--- config.mk ---
export PLATFORM = sky130hd
export DESIGN_NAME = tib_unit
export DESIGN_NICKNAME = d
export VERILOG_FILES = /design/src/tib_byte_lane.v /design/src/tib_unit.v
export VERILOG_INCLUDE_DIRS = /design/src
export SDC_FILE = /design/constraint.sdc
export NUM_CORES = 1
export LEC_CHECK = 0
export BUFFER_PORTS_ARGS = -buffer_cell sky130_fd_sc_hd__clkbuf_2
export CAP_MARGIN = 25
export CELL_PAD_IN_SITES_DETAIL_PLACEMENT = 0
export CELL_PAD_IN_SITES_GLOBAL_PLACEMENT = 2
export CORE_ASPECT_RATIO = 0.8
export CORE_UTILIZATION = 34
export DETAILED_ROUTE_END_ITERATION = 6
export HOLD_SLACK_MARGIN = 0.05
export PLACE_DENSITY_LB_ADDON = 0.2
export SYNTH_ARGS = -nofsm -noshare
export SYNTH_HDL_FRONTEND = slang
export SYNTH_HIERARCHICAL = 1
export SYNTH_SLANG_ARGS = --single-unit
--- constraint.sdc ---
create_clock -name clk -period 3.97 [get_ports clk]
set_input_delay 0.397 -clock clk [delete_from_list [all_inputs] [get_ports clk]]
set_output_delay 0.397 -clock clk [all_outputs]
set_load 0.1 [all_outputs]
--- src/tib_defines.vh ---
// Functional notes
// [RULE1] Byte extract: word address is EA plus index J; byte goes to A low.
// [RULE2] Extract select J[23:22]: 01 high, 10 middle, 11 or 00 low byte.
// [RULE3] Only index bits 0-15 join the address sum, selector bits do not.
// [RULE4] Indexed final extract address: named index ORed with J before add.
// [RULE5] Byte replace: EA plus I addresses word; A low replaces selected byte.
// [RULE6] Replace select I[23:22]: 01 high, 10 middle, 11 low, 00 nothing.
// [RULE7] Indexed final replace address: named index ORed with I before add.
// [RULE8] Opcode 66 with field 1,2,3 swaps memory word with I, J or K.
// [RULE9] Memory-index swaps refuse an indexed immediate memory reference.
// [RULE10] Opcode 67 swaps memory with E, 70 with A; both set condition.
// [RULE11] Opcode 0035 swaps two registers chosen by codes 01..40.
// [RULE12] Low byte load copies memory bits 0-7 into A, keeps A 8-23.
// [RULE13] Pair load: EA word into E, following word into A.
// [RULE14] Query load maps memory bits 0-17,21,22,23 to query 0-17,18,19,20.
// [RULE15] Query load: memory bit 23 set disables trap, clear enables it.
// [RULE16] Bit 22 set traps on writes only, clear traps on any reference.
// [RULE17] Bit 21 set limits trap or halt to user mode, clear to monitor.
// [RULE18] Condition shows positive, negative or zero of the destination.
// [RULE19] Each swap completes both locations before the next instruction.
`ifndef TIB_DEFINES_VH
`define TIB_DEFINES_VH
`define TIB_WORD_W      24
`define TIB_ADDR_W      18
`define TIB_OPC_BYTE_EXTRACT   6'o31
`define TIB_OPC_BYTE_REPLACE   6'o27
`define TIB_OPC_SWAP_MEM_INDEX 6'o66
`define TIB_OPC_SWAP_MEM_EXT   6'o67
`define TIB_OPC_SWAP_MEM_ACC   6'o70
`define TIB_OPC_LOW_BYTE_LOAD  6'o07
`define TIB_OPC_PAIR_LOAD      6'o06
`define TIB_OPC_QUERY_LOAD     6'o51
`define TIB_OPC_AUGMENTED      6'o00
`define TIB_AUG_REG_SWAP       6'o35
`define TIB_SEL_HIGH    2'b01
`define TIB_SEL_MID     2'b10
`define TIB_SEL_LOW     2'b11
`define TIB_SEL_NONE    2'b00
`define TIB_SEL_MSB     23
`define TIB_SEL_LSB     22
`define TIB_IDX_MSB     15
`define TIB_Q_TRAP_OFF  20
`define TIB_Q_WR_ONLY   19
`define TIB_Q_USER      18
`define TIB_Q_W         21
`define TIB_GPR_I       3'd0
`define TIB_GPR_J       3'd1
`define TIB_GPR_K       3'd2
`define TIB_GPR_E       3'd3
`define TIB_GPR_A       3'd4
`define TIB_GPR_T       3'd5
`define TIB_GPR_NUM     6
`define TIB_COND_POS    3
`define TIB_COND_ZERO   2
`define TIB_COND_NEG    1
`define TIB_COND_OVF    0
`define TIB_COND_RST    4'h4
`define TIB_OFS_GPR_I   6'h00
`define TIB_OFS_GPR_T   6'h14
`define TIB_OFS_COND    6'h18
`define TIB_OFS_QUERY   6'h1C
`define TIB_OFS_TRAP    6'h20
`define TIB_OFS_STATUS  6'h24
`define TIB_ST_BUSY     0
`define TIB_ST_REJECT   1
`endif

--- src/tib_byte_lane.v ---
`timescale 1ns/1ns
`include "tib_defines.vh"
module tib_byte_lane (
   input  wire [23:0] word_in,
   input  wire [1:0]  sel,
   input  wire [7:0]  byte_in,
   output reg  [7:0]  byte_out,
   output reg  [23:0] word_out
);
   always @* begin
      word_out = word_in;
      case (sel)
         `TIB_SEL_HIGH: begin
            byte_out        = word_in[23:16];
            word_out[23:16] = byte_in;
         end
         `TIB_SEL_MID: begin
            byte_out       = word_in[15:8];
            word_out[15:8] = byte_in;
         end
         `TIB_SEL_LOW: begin
            byte_out      = word_in[7:0];
            word_out[7:0] = byte_in;
         end
         default: begin
            // Extract reads low byte here; replace skips memory entirely
            byte_out = word_in[7:0]; // [RULE2]
         end
      endcase
   end
endmodule // tib_byte_lane

--- src/tib_unit.v ---
// Added by the designer: the Avalon-MM slave port and the placing of the registers.
`timescale 1ns/1ns
`include "tib_defines.vh"
module tib_unit (
   input  wire        clk,
   input  wire        srst,
   input  wire [5:0]  avs_address,
   input  wire        avs_read,
   input  wire        avs_write,
   input  wire [31:0] avs_writedata,
   output reg  [31:0] avs_readdata,
   output reg         avs_waitrequest,
   input  wire        cmd_valid,
   output reg         cmd_ready,
   input  wire [5:0]  cmd_opc,
   input  wire [5:0]  cmd_aug,
   input  wire [1:0]  cmd_rfield,
   input  wire [5:0]  cmd_rsel1,
   input  wire [5:0]  cmd_rsel2,
   input  wire [1:0]  cmd_final_index,
   input  wire        cmd_imm_indexed,
   input  wire [17:0] cmd_ea,
   output reg         done,
   output reg         reject,
   output reg         mem_req,
   output reg         mem_we,
   output reg  [17:0] mem_addr,
   output reg  [23:0] mem_wdata,
   input  wire [23:0] mem_rdata,
   input  wire        mem_ack,
   output reg  [3:0]  cond,
   output reg  [20:0] query,
   output reg         trap_enable,
   output reg         trap_write_only,
   output reg         trap_user_mode
);
   localparam S_IDLE = 2'd0;
   localparam S_RD   = 2'd1;
   localparam S_RD2  = 2'd2;
   localparam S_WR   = 2'd3;

   reg  [23:0] gpr_reg [0:5];
   reg  [1:0]  state_reg;
   reg  [5:0]  op_reg;
   reg  [2:0]  tgt_reg;
   reg  [1:0]  sel_reg;
   reg  [23:0] hold_reg;
   reg         reject_sticky_reg;
   reg  [2:0]  r1_idx;
   reg  [2:0]  r2_idx;
   reg         r1_ok;
   reg         r2_ok;
   reg  [23:0] extract_idx;
   reg  [23:0] replace_idx;
   reg  [23:0] named_idx;
   reg  [31:0] rd_mux;
   reg  [2:0]  swap_tgt;
   wire [7:0]  lane_byte;
   wire [23:0] lane_word;
   wire [3:0]  bus_word;

   assign bus_word = avs_address[5:2];

   // Maps a one-hot register select code to a file index
   function [3:0] sel_decode;
      input [5:0] code;
      begin
         case (code)
            6'h01:   sel_decode = {1'b1, `TIB_GPR_I};
            6'h02:   sel_decode = {1'b1, `TIB_GPR_J};
            6'h04:   sel_decode = {1'b1, `TIB_GPR_K};
            6'h08:   sel_decode = {1'b1, `TIB_GPR_E};
            6'h10:   sel_decode = {1'b1, `TIB_GPR_A};
            6'h20:   sel_decode = {1'b1, `TIB_GPR_T};
            default: sel_decode = {1'b0, 3'd0};
         endcase
      end
   endfunction

   // Positive / zero / negative of a result, overflow kept
   function [3:0] cond_of;
      input [23:0] v;
      input        ovf;
      begin
         cond_of[`TIB_COND_POS]  = ~v[23] & (|v);
         cond_of[`TIB_COND_ZERO] = ~(|v);
         cond_of[`TIB_COND_NEG]  = v[23];
         cond_of[`TIB_COND_OVF]  = ovf;
      end
   endfunction

   // Extract and replace share one lane unit; op decides which side
   tib_byte_lane u_lane (
      .word_in  (mem_rdata),
      .sel      (sel_reg),
      .byte_in  (gpr_reg[`TIB_GPR_A][7:0]),
      .byte_out (lane_byte),
      .word_out (lane_word)
   );

   always @* begin
      {r1_ok, r1_idx} = sel_decode(cmd_rsel1);
      {r2_ok, r2_idx} = sel_decode(cmd_rsel2);
      case (cmd_final_index)
         2'd1:    named_idx = gpr_reg[`TIB_GPR_I];
         2'd2:    named_idx = gpr_reg[`TIB_GPR_J];
         2'd3:    named_idx = gpr_reg[`TIB_GPR_K];
         default: named_idx = 24'h000000;
      endcase
      extract_idx = gpr_reg[`TIB_GPR_J] | named_idx; // [RULE4]
      replace_idx = gpr_reg[`TIB_GPR_I] | named_idx; // [RULE7]
      case (cmd_rfield)
         2'd1:    swap_tgt = `TIB_GPR_I; // [RULE8]
         2'd2:    swap_tgt = `TIB_GPR_J;
         default: swap_tgt = `TIB_GPR_K;
      endcase
      rd_mux = 32'h00000000;
      if (avs_address <= `TIB_OFS_GPR_T) begin
         rd_mux[23:0] = gpr_reg[bus_word[2:0]];
      end else begin
         case (avs_address)
            `TIB_OFS_COND:   rd_mux[3:0] = cond;
            `TIB_OFS_QUERY:  rd_mux[20:0] = query;
            `TIB_OFS_TRAP:   rd_mux[2:0] =
               {trap_user_mode, trap_write_only, trap_enable};
            `TIB_OFS_STATUS: rd_mux[1:0] =
               {reject_sticky_reg, state_reg != S_IDLE};
            default:         rd_mux = 32'h00000000;
         endcase
      end
   end

   always @(posedge clk) begin
      if (srst) begin
         gpr_reg[0]        <= 24'h000000;
         gpr_reg[1]        <= 24'h000000;
         gpr_reg[2]        <= 24'h000000;
         gpr_reg[3]        <= 24'h000000;
         gpr_reg[4]        <= 24'h000000;
         gpr_reg[5]        <= 24'h000000;
         state_reg         <= S_IDLE;
         op_reg            <= 6'h00;
         tgt_reg           <= 3'd0;
         sel_reg           <= 2'b00;
         hold_reg          <= 24'h000000;
         reject_sticky_reg <= 1'b0;
         avs_readdata      <= 32'h00000000;
         avs_waitrequest   <= 1'b1;
         cmd_ready         <= 1'b1;
         done              <= 1'b0;
         reject            <= 1'b0;
         mem_req           <= 1'b0;
         mem_we            <= 1'b0;
         mem_addr          <= 18'h00000;
         mem_wdata         <= 24'h000000;
         cond              <= `TIB_COND_RST;
         query             <= 21'h000000;
         trap_enable       <= 1'b0;
         trap_write_only   <= 1'b0;
         trap_user_mode    <= 1'b0;
      end else begin
         done            <= 1'b0;
         reject          <= 1'b0;
         avs_waitrequest <= 1'b1;
         case (state_reg)
            S_IDLE: begin
               if (cmd_ready && cmd_valid) begin
                  cmd_ready <= 1'b0;
                  op_reg    <= cmd_opc;
                  mem_addr  <= cmd_ea;
                  mem_we    <= 1'b0;
                  case (cmd_opc)
                     `TIB_OPC_BYTE_EXTRACT: begin
                        mem_addr  <= cmd_ea +
                           {2'b00, extract_idx[`TIB_IDX_MSB:0]}; // [RULE1] [RULE3]
                        sel_reg   <= extract_idx[23:22]; // [RULE2]
                        mem_req   <= 1'b1;
                        state_reg <= S_RD;
                     end
                     `TIB_OPC_BYTE_REPLACE: begin
                        mem_addr <= cmd_ea +
                           {2'b00, replace_idx[`TIB_IDX_MSB:0]}; // [RULE5] [RULE3]
                        sel_reg  <= replace_idx[23:22];
                        if (replace_idx[23:22] == `TIB_SEL_NONE) begin
                           done      <= 1'b1; // [RULE6]
                           cmd_ready <= 1'b1;
                        end else begin
                           mem_req   <= 1'b1;
                           state_reg <= S_RD;
                        end
                     end
                     `TIB_OPC_SWAP_MEM_INDEX: begin
                        if (cmd_imm_indexed || cmd_rfield == 2'd0) begin
                           reject            <= 1'b1; // [RULE9]
                           reject_sticky_reg <= 1'b1;
                           cmd_ready         <= 1'b1;
                        end else begin
                           tgt_reg   <= swap_tgt; // [RULE8]
                           mem_req   <= 1'b1;
                           state_reg <= S_RD;
                        end
                     end
                     `TIB_OPC_SWAP_MEM_EXT, `TIB_OPC_SWAP_MEM_ACC: begin
                        tgt_reg   <= (cmd_opc == `TIB_OPC_SWAP_MEM_EXT) ?
                                     `TIB_GPR_E : `TIB_GPR_A; // [RULE10]
                        mem_req   <= 1'b1;
                        state_reg <= S_RD;
                     end
                     `TIB_OPC_LOW_BYTE_LOAD, `TIB_OPC_PAIR_LOAD,
                     `TIB_OPC_QUERY_LOAD: begin
                        mem_req   <= 1'b1;
                        state_reg <= S_RD;
                     end
                     `TIB_OPC_AUGMENTED: begin
                        cmd_ready <= 1'b1;
                        if (cmd_aug == `TIB_AUG_REG_SWAP && r1_ok && r2_ok &&
                            r1_idx != r2_idx) begin
                           gpr_reg[r1_idx] <= gpr_reg[r2_idx]; // [RULE11]
                           gpr_reg[r2_idx] <= gpr_reg[r1_idx]; // [RULE19]
                           cond <= cond_of(gpr_reg[r1_idx],
                                           cond[`TIB_COND_OVF]); // [RULE18]
                           done <= 1'b1;
                        end else begin
                           reject            <= 1'b1;
                           reject_sticky_reg <= 1'b1;
                        end
                     end
                     default: begin
                        reject            <= 1'b1;
                        reject_sticky_reg <= 1'b1;
                        cmd_ready         <= 1'b1;
                     end
                  endcase
               end else if ((avs_read || avs_write) && avs_waitrequest &&
                            !cmd_valid) begin
                  // Bus waits while an instruction runs, so swaps stay whole
                  avs_waitrequest <= 1'b0; // [RULE19]
                  avs_readdata    <= rd_mux;
                  if (avs_write) begin
                     if (avs_address <= `TIB_OFS_GPR_T) begin
                        gpr_reg[bus_word[2:0]] <= avs_writedata[23:0];
                     end else if (avs_address == `TIB_OFS_COND) begin
                        cond <= avs_writedata[3:0];
                     end else if (avs_address == `TIB_OFS_STATUS &&
                                  avs_writedata[`TIB_ST_REJECT]) begin
                        reject_sticky_reg <= 1'b0;
                     end
                  end
               end
            end
            S_RD: begin
               if (mem_ack) begin
                  hold_reg <= mem_rdata;
                  case (op_reg)
                     `TIB_OPC_BYTE_EXTRACT: begin
                        gpr_reg[`TIB_GPR_A][7:0] <= lane_byte; // [RULE1]
                        cond <= cond_of({gpr_reg[`TIB_GPR_A][23:8],
                                        lane_byte}, cond[0]); // [RULE18]
                        mem_req   <= 1'b0;
                        done      <= 1'b1;
                        cmd_ready <= 1'b1;
                        state_reg <= S_IDLE;
                     end
                     `TIB_OPC_BYTE_REPLACE: begin
                        mem_wdata <= lane_word; // [RULE5] [RULE6]
                        mem_we    <= 1'b1;
                        state_reg <= S_WR;
                     end
                     `TIB_OPC_LOW_BYTE_LOAD: begin
                        gpr_reg[`TIB_GPR_A][7:0] <= mem_rdata[7:0]; // [RULE12]
                        cond <= cond_of({gpr_reg[`TIB_GPR_A][23:8],
                                        mem_rdata[7:0]}, cond[0]); // [RULE18]
                        mem_req   <= 1'b0;
                        done      <= 1'b1;
                        cmd_ready <= 1'b1;
                        state_reg <= S_IDLE;
                     end
                     `TIB_OPC_PAIR_LOAD: begin
                        gpr_reg[`TIB_GPR_E] <= mem_rdata; // [RULE13]
                        mem_addr  <= mem_addr + 18'h00001;
                        state_reg <= S_RD2;
                     end
                     `TIB_OPC_QUERY_LOAD: begin
                        query <= {mem_rdata[23:21],
                                  mem_rdata[17:0]}; // [RULE14]
                        trap_enable     <= ~mem_rdata[23]; // [RULE15]
                        trap_write_only <= mem_rdata[22]; // [RULE16]
                        trap_user_mode  <= mem_rdata[21]; // [RULE17]
                        mem_req   <= 1'b0;
                        done      <= 1'b1;
                        cmd_ready <= 1'b1;
                        state_reg <= S_IDLE;
                     end
                     default: begin
                        // All memory swaps: old register goes out first
                        mem_wdata <= gpr_reg[tgt_reg]; // [RULE8] [RULE10]
                        mem_we    <= 1'b1;
                        state_reg <= S_WR;
                     end
                  endcase
               end
            end
            S_RD2: begin
               if (mem_ack) begin
                  gpr_reg[`TIB_GPR_A] <= mem_rdata; // [RULE13]
                  cond[`TIB_COND_NEG]  <= gpr_reg[`TIB_GPR_E][23]; // [RULE18]
                  cond[`TIB_COND_ZERO] <=
                     ~(|{gpr_reg[`TIB_GPR_E], mem_rdata});
                  cond[`TIB_COND_POS]  <= ~gpr_reg[`TIB_GPR_E][23] &
                     (|{gpr_reg[`TIB_GPR_E], mem_rdata});
                  mem_req   <= 1'b0;
                  done      <= 1'b1;
                  cmd_ready <= 1'b1;
                  state_reg <= S_IDLE;
               end
            end
            S_WR: begin
               if (mem_ack) begin
                  mem_req <= 1'b0;
                  mem_we  <= 1'b0;
                  if (op_reg != `TIB_OPC_BYTE_REPLACE) begin
                     // Register changes only once memory holds its old value
                     gpr_reg[tgt_reg] <= hold_reg; // [RULE19]
                     cond <= cond_of(hold_reg, cond[0]); // [RULE10] [RULE18]
                  end
                  done      <= 1'b1;
                  cmd_ready <= 1'b1;
                  state_reg <= S_IDLE;
               end
            end
            default: begin
               state_reg <= S_IDLE;
               cmd_ready <= 1'b1;
            end
         endcase
      end
   end
endmodule // tib_unit

==> flow_metrics.py <==
metrics = {
    "floorplanning": {
        "dieArea_mm2": 0.0660,
        "rows": 83,
        "initial_core_util": 0.344,
        "core_mm2": 0.0642,
        "boundaryPins": 223,
        "die_h_um": 230,
        "fp.dieW_um": 287,
    },
    "timing": {
        "rsz0062_at_grt": "false",
        "finalSetupViolCount": 0,
        "finalCriticalPeriod_ns": 3.48,
        "hold_viol": 0,
        "relSlewSlack": 0.221,
        "worst_pin_slew_ns": 1.16,
        "max_freq_ghz": 0.287,
        "period_share": 0.877,
        "clock-skew-final_ns": 0.0209,
        "finalMaxSlewViolations": 0,
    },
    "power_and_ir_drop": {
        "p_leak_nw": 9.79,
        "combPwrFrac": 0.221,
        "switchingPower_mw": 3.32,
        "p_int_mw": 6.62,
        "powerDensity_mw_per_mm2": 378,
        "seq_power_share": 0.400,
        "finalPower_mw": 9.95,
        "clock_power_share": 0.379,
        "swShare": 0.334,
        "vdd_ir_drop_max_uv": 248,
    },
    "clock_tree": {
        "clockBufferDepth": 3,
        "cts_resized": 0,
        "clk_pin_slew_ns": 0.06,
        "cts_tree": "built",
        "cts-htree-levels": 2,
        "post-cts-setup-buffers": 0,
        "clk_latency_ns": 0.58,
        "numClockSinks": 331,
        "root_buffer": "clkbuf_16",
        "hold_buffers": 0,
        "cts_buffers": 39,
    },
    "worst_setup_path": {
        "r2r_setup_slack_ns": 0.65,
        "path_cells": "clkbuf_2 -> nand3b_1 -> nor3_1 -> buf_4 -> o21ai_1 -> buf_4 -> buf_4 -> a222oi_1 -> inv_1 -> ha_1 -> o21a_1 -> o31a_1 -> o211ai_1 -> a21boi_0 -> o31ai_1 -> buf_4 -> xor2_1 -> a21oi_1",
        "cp-end-kind": "flop",
        "r2r-end": "mem_addr[14]$_SDFFE_PP0P_",
        "cp_num_buf_inv": 6,
        "r2r_start": "gpr_reg[1][0]$_DFFE_PP_",
        "crit_arrival_ns": 3.91,
        "critPathLaunchType": "input pin",
        "critPathMaxStageDelay_ns": 0.47,
        "reg2reg_depth": 13,
        "cp_common_cell": "buf_4",
        "required_ns": 4.40,
        "crit_type": "input pin to flop",
        "crit_fanout": 5,
        "slowest_stage": "a222oi_1",
        "critPathTopFamily": "compound AO/OA/AOI/OAI gates",
    },
    "yosys": {
        "synth_fa_ha_area_frac": 0.0139,
        "synth-compound-area-share": 0.202,
        "ys.flop_type": "edfxtp_1",
        "synth_xor_xnor_area_share": 0.00713,
        "synth_edf_count": 192,
        "yosysTopAreaCellShare": 0.261,
        "synthArstFlopShare": 0,
        "syn_area_per_cell_um2": 9.35,
        "yosysSeqAreaShare": 0.387,
        "muxShareOfSynthArea": 0.174,
        "synthCells": 2364,
        "syn_area_mm2": 0.0221,
        "yosys.area_share.simple": 0.170,
        "synth.largest_area_cell": "edfxtp_1",
        "yosysWarningCount": 6,
        "ys_top_cells_by_area": "edfxtp_1, dfxtp_1, mux4_2, mux2i_1, nand2_1",
        "ys_seq_elements": 331,
        "synth_cell_types": 95,
        "synth_top_family_by_area": "compound AO/OA/AOI/OAI gates",
    },
    "route": {
        "route.vias.total": 22100,
        "wl_met3_um": 14700,
        "highest_layer": "met5",
        "avgViaCountPerCell": 6.31,
        "drc_errors": 0,
        "dr.pass1.iters": 6,
        "wl_met2_um": 43700,
        "drtAntennaViolNets": 0,
        "wirelength_um": 108000,
        "drt-met1-wl_um": 45300,
        "dr.first_iter.drc_count": 3134,
        "wl_per_cell_um": 30.8,
    },
    "cells_and_area": {
        "drive_gt1_frac": 0.237,
        "final_common_cell": "nand2_1",
        "largest_reg_flops": 192,
        "fin_nets": 2753,
        "layout_common_cells": "nand2_1, clkbuf_2, edfxtp_1, buf_4, nor2_1",
        "register_area_mm2": 0.00856,
        "syn_to_final_growth_pct": 18.9,
        "final_area_mm2": 0.0263,
        "fill_cells": 6330,
        "multi_input_area_mm2": 0.0126,
    },
    "global_route": {
        "overflow": 0,
        "antenna_found_initial": 3,
        "grt_pass1_vias": 20100,
        "grt_pass1_wl_um": 151000,
        "grt_max_degree": 89,
        "grt_usage": 0.318,
    },
    "flow_run": {
        "maxCapViolations": 0,
    },
    "placed_design": {
        "dpl.hpwl_um": 79700,
        "placed_area_mm2": 0.0250,
        "portBuffers": 206,
        "gp_congestion": 0.982,
    },
    "outcome": {
        "status": "finished clean",
    },
    "min_path": {
        "hold_class": "input pin to flop",
        "holdPathEnd": "cond[0]$_SDFFE_PP0P_",
        "hold_depth": 3,
        "min_from": "avs_writedata[0]",
    },
}
area by class of cell:
type,count,share of cell area
multi-input combinational,1801,0.480
sequential,331,0.326
clock inverter,18,0.00719
antenna,4,0.000381
inverter,48,0.00686
clock buffer,51,0.0416
timing repair buffer,394,0.0979
tap,850,0.0405
worst max path at each step:
stage,startpoint,to,slack (ns),cells past startpoint
6_report,cmd_opc[3],mem_addr[14]$_SDFFE_PP0P_,0.49,18
5_1_grt,cmd_opc[3],mem_addr[16]$_SDFFE_PP0P_,0.32,18
4_1_cts,cmd_opc[3],mem_addr[14]$_SDFFE_PP0P_,0.55,18
3_5_place_dp,cmd_opc[3],mem_addr[14]$_SDFFE_PP0P_,-0.01,18
3_3_place_gp,cmd_opc[3],mem_addr[14]$_SDFFE_PP0P_,0.05,18
2_1_floorplan,avs_waitrequest$_SDFF_PP1_,gpr_reg[6][0]$_DFFE_PP_,0.17,8
power by group through the flow:
stage	Clock, mW	Sequential, mW	Combinational [mW]
after floorplan	0	4.39	0.957
after global placement	0	4.03	2.15
after detailed placement	0	4.04	2.16
after CTS	3.79	3.96	2.16
after global routing	3.92	3.98	2.30
final	3.77	3.97	2.20
per-stage QoR:
step / hold WS (ns) / util / setup TNS (ns) / worst slack, ns / cells
2_1_floorplan: 0.446 / - / 0 / 0.175 / 2371
3_3_place_gp: 0.462 / 0.389 / 0 / 0.0507 / 3424
3_5_place_dp: 0.470 / 0.389 / -0.0113 / -0.0113 / 3424
6_report: 0.127 / 0.409 / 0 / 0.489 / 3497
5_1_grt: 0.147 / 0.409 / 0 / 0.320 / 3493
4_1_cts: 0.111 / 0.409 / 0 / 0.546 / 3493
worst min-delay path, stage by stage:
cell and delay (ns):
clkbuf_2 0.11, nand3_1 0.07, a21oi_1 0.06
cells by family after synthesis:
| kind of cell | Yosys count |
|---|---|
| buffers and inverters | 239 |
| adders and majority gates | 24 |
| and+or+nand+nor | 798 |
| muxes | 258 |
| DFF | 331 |
| AOI/OAI and AO/OA | 695 |
| xor gates and xnor gates | 18 |
| other | 1 |
layer usage:
layer / track usage / vias to the layer above
met4: 0.106 / 4
li1: - / 9527
met2: 0.441 / 1410
met5: 0 / -
met1: 0.454 / 10900
met3: 0.111 / 181
cells in the mapped netlist (11+ instances only):
cell and n:
a211oi_1 50, a21oi_1 172, a222oi_1 31, a22o_1 15, a22oi_1 45, a31oi_1 11, and3_1 16, buf_1 22
buf_2 19, buf_4 16, clkbuf_1 127, dfxtp_1 139, edfxtp_1 192, ha_1 22, inv_1 48, mux2_2 29
mux2i_1 129, mux4_2 96, nand2_1 340, nand2b_1 27, nand3_1 49, nand3b_1 12, nand4_1 11, nor2_1 182
nor3_1 57, nor4_1 30, o211a_1 14, o211ai_1 21, o21ai_0 142, o21ai_1 38, o221ai_1 15, o22ai_1 74
No activity file was read; power rests on OpenSTA's default activity.
